### src/design/spm_pkg.sv
// Summary of operation
// [RQ1] Two sleep states; the stop command enters STOP, halting oscillator and peripherals.
// [RQ2] STOP is left only on reset or non-maskable interrupt; all else ignored.
// [RQ3] About 50 ms oscillator restart wait after STOP release before execution.
// [RQ4] HALT stops execution; oscillator and peripherals keep running, state kept.
// [RQ5] A maskable interrupt request releases HALT and execution resumes.
// [RQ6] The standby flag is cleared on every supply rise (power-up); a flag read in the same cycle sets it instead.
// [RQ7] Reading the standby flag sets it; later reads return set.
// [RQ8] Flag value is held through run, HALT and STOP.
// [RQ9] Jumpered real-time clock drives the non-maskable request that ends STOP.
// [RQ10] Wake sequencer counts a configurable cycle count before re-enabling clocks.
package spm_pkg;

  // ---------------------------------------------------------------
  // timing
  // ---------------------------------------------------------------
  localparam longint unsigned CLK_HZ          = 64'd20_000_000;
  localparam longint unsigned OSC_RESTART_MS  = 64'd50;
  localparam longint unsigned MS_PER_S        = 64'd1000;
  // least time, so round up
  localparam longint unsigned OSC_RESTART_CYC =
    (OSC_RESTART_MS * CLK_HZ + MS_PER_S - 64'd1) / MS_PER_S;
  localparam int unsigned     WAKE_CNT_W      = 24;

  // ---------------------------------------------------------------
  // reset values and states
  // ---------------------------------------------------------------
  localparam logic FLAG_COLD = 1'b0;
  localparam logic FLAG_WARM = 1'b1;

  typedef enum logic [3:0] {
    SPM_RUN  = 4'b0001,
    SPM_HALT = 4'b0010,
    SPM_STOP = 4'b0100,
    SPM_WARM = 4'b1000
  } spm_state_t;

endpackage

### src/design/spm_ctrl.sv
`timescale 1ns/1ns
module spm_ctrl #(
  parameter int unsigned CNT_W       = spm_pkg::WAKE_CNT_W,
  parameter int unsigned WAKE_CYCLES = 32'(spm_pkg::OSC_RESTART_CYC)
) (
  input  wire logic core_clk,
  input  wire logic nrst,
  input  wire logic stop_cmd,
  input  wire logic halt_cmd,
  input  wire logic flag_rd,
  input  wire logic nmi_req,
  input  wire logic int_req,
  input  wire logic ext_rst_n,
  input  wire logic supply_rise,
  output logic      osc_en,
  output logic      cpu_run,
  output logic      periph_run,
  output logic      stop_active,
  output logic      halt_active,
  output logic      wake_pulse,
  output logic      flag_rvalid,
  output logic      flag_rdata,
  output logic      standby_flag
);
  import spm_pkg::*;

  // ---------------------------------------------------------------
  // pin synchronisers
  // ---------------------------------------------------------------
  logic [3:0] pins_s;

  spm_sync #(
    .W (4)
  ) u_sync (
    .core_clk (core_clk),
    .nrst     (nrst),
    .d        ({supply_rise, ext_rst_n, int_req, nmi_req}),
    .q        (pins_s)
  );

  logic nmi_s;
  logic int_s;
  logic xrst_n_s;
  logic rise_s;
  assign nmi_s    = pins_s[0];
  assign int_s    = pins_s[1];
  assign xrst_n_s = pins_s[2];
  assign rise_s   = pins_s[3];

  // ---------------------------------------------------------------
  // state
  // ---------------------------------------------------------------
  typedef struct packed {
    spm_state_t       st;
    logic [CNT_W-1:0] cnt;
    logic             nmi_prev;
    logic             rise_prev;
    logic             flag;
    logic             osc_en;
    logic             cpu_run;
    logic             periph_run;
    logic             wake;
    logic             rvalid;
    logic             rdata;
  } spm_ctrl_t;

  localparam spm_ctrl_t RST_VAL = '{
    st:         SPM_RUN,
    cnt:        '0,
    nmi_prev:   1'b0,
    rise_prev:  1'b0,
    flag:       FLAG_COLD,
    osc_en:     1'b1,
    cpu_run:    1'b1,
    periph_run: 1'b1,
    wake:       1'b0,
    rvalid:     1'b0,
    rdata:      FLAG_COLD
  };

  localparam logic [CNT_W-1:0] WAKE_LOAD = CNT_W'(WAKE_CYCLES - 32'd1);

  spm_ctrl_t r;
  spm_ctrl_t next_r;

  logic nmi_edge;
  logic rise_edge;
  assign nmi_edge  = nmi_s & ~r.nmi_prev;
  assign rise_edge = rise_s & ~r.rise_prev;

  always_comb begin
    next_r           = r;
    next_r.wake      = 1'b0;
    next_r.rvalid    = 1'b0;
    next_r.nmi_prev  = nmi_s;
    next_r.rise_prev = rise_s;
    case (r.st)
      SPM_RUN: begin
        // [RQ1] stop command enters STOP
        if (stop_cmd) begin
          next_r.st = SPM_STOP;
        end else if (halt_cmd) begin
          next_r.st = SPM_HALT;
        end
      end
      SPM_HALT: begin
        // [RQ5] interrupt releases halt
        if (int_s || nmi_edge || !xrst_n_s) begin
          next_r.st   = SPM_RUN;
          next_r.wake = 1'b1;
        end
      end
      SPM_STOP: begin
        // [RQ2] only nmi or reset wake
        // [RQ9] nmi edge from clock chip
        if (nmi_edge || !xrst_n_s) begin
          next_r.st  = SPM_WARM;
          next_r.cnt = WAKE_LOAD;
        end
      end
      SPM_WARM: begin
        // [RQ3] oscillator settle wait
        // [RQ10] count before clock enable
        if (r.cnt == '0) begin
          next_r.st   = SPM_RUN;
          next_r.wake = 1'b1;
        end else begin
          next_r.cnt = r.cnt - CNT_W'(1);
        end
      end
      default: begin
        next_r.st = SPM_RUN;
      end
    endcase
    // [RQ1] oscillator off only in stop
    next_r.osc_en     = (next_r.st != SPM_STOP);
    // [RQ4] halt keeps peripherals running
    next_r.cpu_run    = (next_r.st == SPM_RUN);
    next_r.periph_run = (next_r.st == SPM_RUN) || (next_r.st == SPM_HALT);
    // [RQ6] supply rise clears flag
    if (rise_edge) begin
      next_r.flag = FLAG_COLD;
    end
    // [RQ7] read returns old value, then sets
    // read after clear so the set wins
    if (flag_rd && r.cpu_run) begin
      next_r.rvalid = 1'b1;
      next_r.rdata  = r.flag;
      next_r.flag   = FLAG_WARM;
    end
  end

  // [RQ8] flag held in every state
  always_ff @(posedge core_clk or negedge nrst) begin
    if (!nrst) begin
      r <= RST_VAL;
    end else begin
      r <= next_r;
    end
  end

  // ---------------------------------------------------------------
  // outputs, all registered
  // ---------------------------------------------------------------
  assign osc_en       = r.osc_en;
  assign cpu_run      = r.cpu_run;
  assign periph_run   = r.periph_run;
  assign stop_active  = r.st[2];
  assign halt_active  = r.st[1];
  assign wake_pulse   = r.wake;
  assign flag_rvalid  = r.rvalid;
  assign flag_rdata   = r.rdata;
  assign standby_flag = r.flag;

endmodule

### src/design/spm_sync.sv
`timescale 1ns/1ns
module spm_sync #(
  parameter int unsigned W = 4
) (
  input  wire logic         core_clk,
  input  wire logic         nrst,
  input  wire logic [W-1:0] d,
  output logic      [W-1:0] q
);
  import spm_pkg::*;

  // ---------------------------------------------------------------
  // two-stage synchroniser
  // ---------------------------------------------------------------
  typedef struct packed {
    logic [W-1:0] s1;
    logic [W-1:0] s2;
  } spm_sync_t;

  spm_sync_t r;
  spm_sync_t next_r;

  always_comb begin
    next_r    = r;
    next_r.s1 = d;
    next_r.s2 = r.s1;
  end

  always_ff @(posedge core_clk or negedge nrst) begin
    if (!nrst) begin
      r <= '0;
    end else begin
      r <= next_r;
    end
  end

  assign q = r.s2;

endmodule

### config.mk
export PLATFORM = sky130hd
export DESIGN_NAME = spm_ctrl
export DESIGN_NICKNAME = d
export VERILOG_FILES = /design/src/design/spm_pkg.sv /design/src/design/spm_ctrl.sv /design/src/design/spm_sync.sv
export SDC_FILE = /design/constraint.sdc
export NUM_CORES = 1
export LEC_CHECK = 0
export BUFFER_PORTS_ARGS = -buffer_cell sky130_fd_sc_hd__buf_2
export CORE_MARGIN = 5
export CORE_UTILIZATION = 45
export CTS_CLUSTER_DIAMETER = 80
export DETAILED_ROUTE_END_ITERATION = 8
export PLACE_DENSITY = 0.65
export REMOVE_ABC_BUFFERS = 1
export SLEW_MARGIN = 20
export SYNTH_ARGS = -nofsm -noshare
export SYNTH_HDL_FRONTEND = slang
export SYNTH_HIERARCHICAL = 1
export SYNTH_SLANG_ARGS = --single-unit
### constraint.sdc
create_clock -name core_clk -period 3.5 [get_ports core_clk]
set_clock_uncertainty 0.05 [all_clocks]
set_input_delay 0.35 -clock core_clk [delete_from_list [all_inputs] [get_ports core_clk]]
set_output_delay 0.35 -clock core_clk [all_outputs]
set_load 0.05 [all_outputs]
==> results.json <==
{
  "status": "finished with violations",
  "violations": "negative hold slack",
  "p_total_mw": 1.67,
  "fmax_mhz": 371,
  "tns_ns": 0,
  "start_util": 0.471,
  "power_density_nw_per_um2": 720,
  "drtAntennaViolNets": 0,
  "root_buffer": "clkbuf_8",
  "period_share": 0.769,
  "grt_setup_unrepaired": "no",
  "postCtsHoldBufs": 0,
  "slew_violations": 0,
  "max_slew_margin": 0.442,
  "wl_per_cell_um": 14.7,
  "synth-edff-count": 0,
  "cts_resized": 0,
  "nets": 223,
  "final_core_util": 0.521,
  "die_area_um2": 6120,
  "antenna_found_initial": 0,
  "crit_fanout": 19,
  "cp-end-kind": "flip-flop",
  "fin_ws_ns": 0.807,
  "synthFlopType": "dfrtp_1",
  "required_ns": 3.63,
  "drtIter0Drc": 102,
  "dp_hpwl_um": 2680,
  "cts_inserted_buffers": 5,
  "antenna_cells": 0,
  "tritoncts": "built",
  "drive_above_1_share": 0.196,
  "ys_seq_area_frac": 0.540,
  "synth_area_um2": 2090,
  "finalSetupViolCount": 0,
  "portBuffers": 17,
  "yosysUniqueCellTypes": 50,
  "vias": 1537,
  "grt_pass1_wl_um": 7070,
  "pre_cts_ws_ns": 0.867,
  "area_growth_pct": 10.6,
  "avgViaCountPerCell": 5.78,
  "ff2ff_path_depth": 5,
  "cts-htree-levels": 2,
  "synth.avg_cell_area_um2": 10.7,
  "ys.warnings.count": 6,
  "cts_buffer_depth": 2,
  "period_minus_slack_ns": 2.69,
  "firstDrtPassIters": 4,
  "insertion_delay_ns": 0.30,
  "dieWidth_um": 78.2,
  "startpoint_type": "flip-flop",
  "coreArea_um2": 4440,
  "grt-ovfl-total": 0,
  "clk_pin_slew_ns": 0.08,
  "wirelength_um": 3900,
  "p_leak_nw": 0.961,
  "grt_pass1_vias": 1490,
  "fp.dieH_um": 78.2,
  "holdWs_ns": -0.00542,
  "grt_usage": 0.144,
  "drc": 0,
  "hp-class": "primary input to async pin",
  "gp_congestion": 0.796,
  "cts.sinks": 45,
  "cts_setup_buffers": 0,
  "crit_type": "flip-flop to flip-flop",
  "ir_worst_vdd_v": 0.000256,
  "max_slew.worst_pin.slew_ns": 0.835,
  "hold_viol": 22,
  "num_rows": 24,
  "grt_max_degree": 46,
  "ios": 18,
  "cap_violations": 0,
  "crit_arrival_ns": 2.82,
  "synthArstFlopShare": 1.00,
  "ys_ff_latch": 45,
  "syn_inst": 195
}
## cells in the final DEF, fill, tap and decap left out, types with 7 or more instances in the layout
master | synthesis | layout
o21ai_1 | 7 | 7
o31ai_1 | 10 | 10
nand2_1 | 10 | 10
nor2_1 | 21 | 21
nor3_1 | 7 | 7
buf_2 | 1 | 16
a21oi_1 | 7 | 7
dfrtp_1 | 41 | 41
or3_1 | 7 | 7
## flip-flops by register name (all words and copies together), names as in the netlist
signal,count
standby_flag,1
osc_en,1
r,28
flag_rvalid,1
u_sync/q,4
cpu_run,1
stop_active,1
periph_run,1
u_sync/next_r,4
wake_pulse,1
halt_active,1
flag_rdata,1
## logic make-up after synthesis
logic type               synth area share
XOR/XNOR                           0.0335
buffers and inverters              0.0311
multiplexers                       0.0102
AND/OR/NAND/NOR                     0.209
adder cells (fa/ha/maj)           0.00598
flip-flops                          0.540
AO/OA/AOI/OAI                       0.170
## stage by stage
step                      instance area, um^2  instances
after CTS                                2310        266
after global routing                     2310        266
after detailed placement                 2200        258
after global placement                   2200        258
after floorplan                          2050        189
final                                    2310        266
## routing by layer
layer,share of wire,GRT usage
met3,0.048,0.0412
met2,0.46,0.215
met5,0,0
met1,0.48,0.204
met4,0.017,0.0420
## critical path, stage by stage (launching register included)
cell and delay, ns:
dfrtp_1 0.43, or4_1 0.62, or4_4 0.67, o21ai_4 0.46, a21oi_1 0.13, o22a_1 0.21
## synthesized netlist by cell type (all sizes together), types with 2 or more instances
| master | number | area, um^2 |
|---|---|---|
| or4 | 7 | 56.3 |
| a21oi | 8 | 43.8 |
| nand2 | 10 | 37.5 |
| o2111ai | 4 | 35.0 |
| nor2b | 3 | 18.8 |
| a31oi | 2 | 12.5 |
| inv | 7 | 26.3 |
| o211ai | 2 | 15.0 |
| nor2 | 22 | 90.1 |
| nor3 | 8 | 45.0 |
| buf | 3 | 27.5 |
| or3 | 7 | 43.8 |
| xor2 | 6 | 52.6 |
| dfstp | 4 | 105 |
| or2 | 3 | 18.8 |
| o41ai | 3 | 26.3 |
| nand3 | 3 | 15.0 |
| dfrtp | 41 | 1030 |
| o31ai | 12 | 100 |
| xnor2 | 2 | 17.5 |
| nor4 | 3 | 25.0 |
| nand4b | 2 | 17.5 |
| o21a | 2 | 15.0 |
| o21ai | 14 | 81.3 |
| clkbuf | 3 | 11.3 |
| or4b | 2 | 20.0 |
## report_power, final
group / total (mW) / internal (mW) / switching (mW)
registers: 0.790 / 0.656 / 0.133
clock network: 0.375 / 0.212 / 0.164
logic: 0.502 / 0.166 / 0.336
total: 1.67 / 1.03 / 0.633
## final timing paths
kind / startpoint / endpoint / slack, ns
max in group asynchronous: nrst / cpu_run / 3.03
min in group core_clk: int_req / u_sync/next_r[1] / 0.11
worst min register to register: u_sync/next_r[0] / u_sync/q[0] / 0.30
worst max-delay path: r[25] / r[23] / 0.81
worst min-delay path: nrst / r[18] / -0.005
worst max register to register: r[25] / r[23] / 0.81
## layout make-up
class / instances / area, um^2
Inverter: 7 / 26.3
Fill cell: 416 / 2130
Sequential cell: 45 / 1130
Clock inverter: 2 / 35.0
Timing Repair Buffer: 17 / 87.6
Tap cell: 52 / 65.1
Multi-Input combinational cell: 137 / 897
Clock buffer: 6 / 72.6
(Power assumes the default switching activity.)
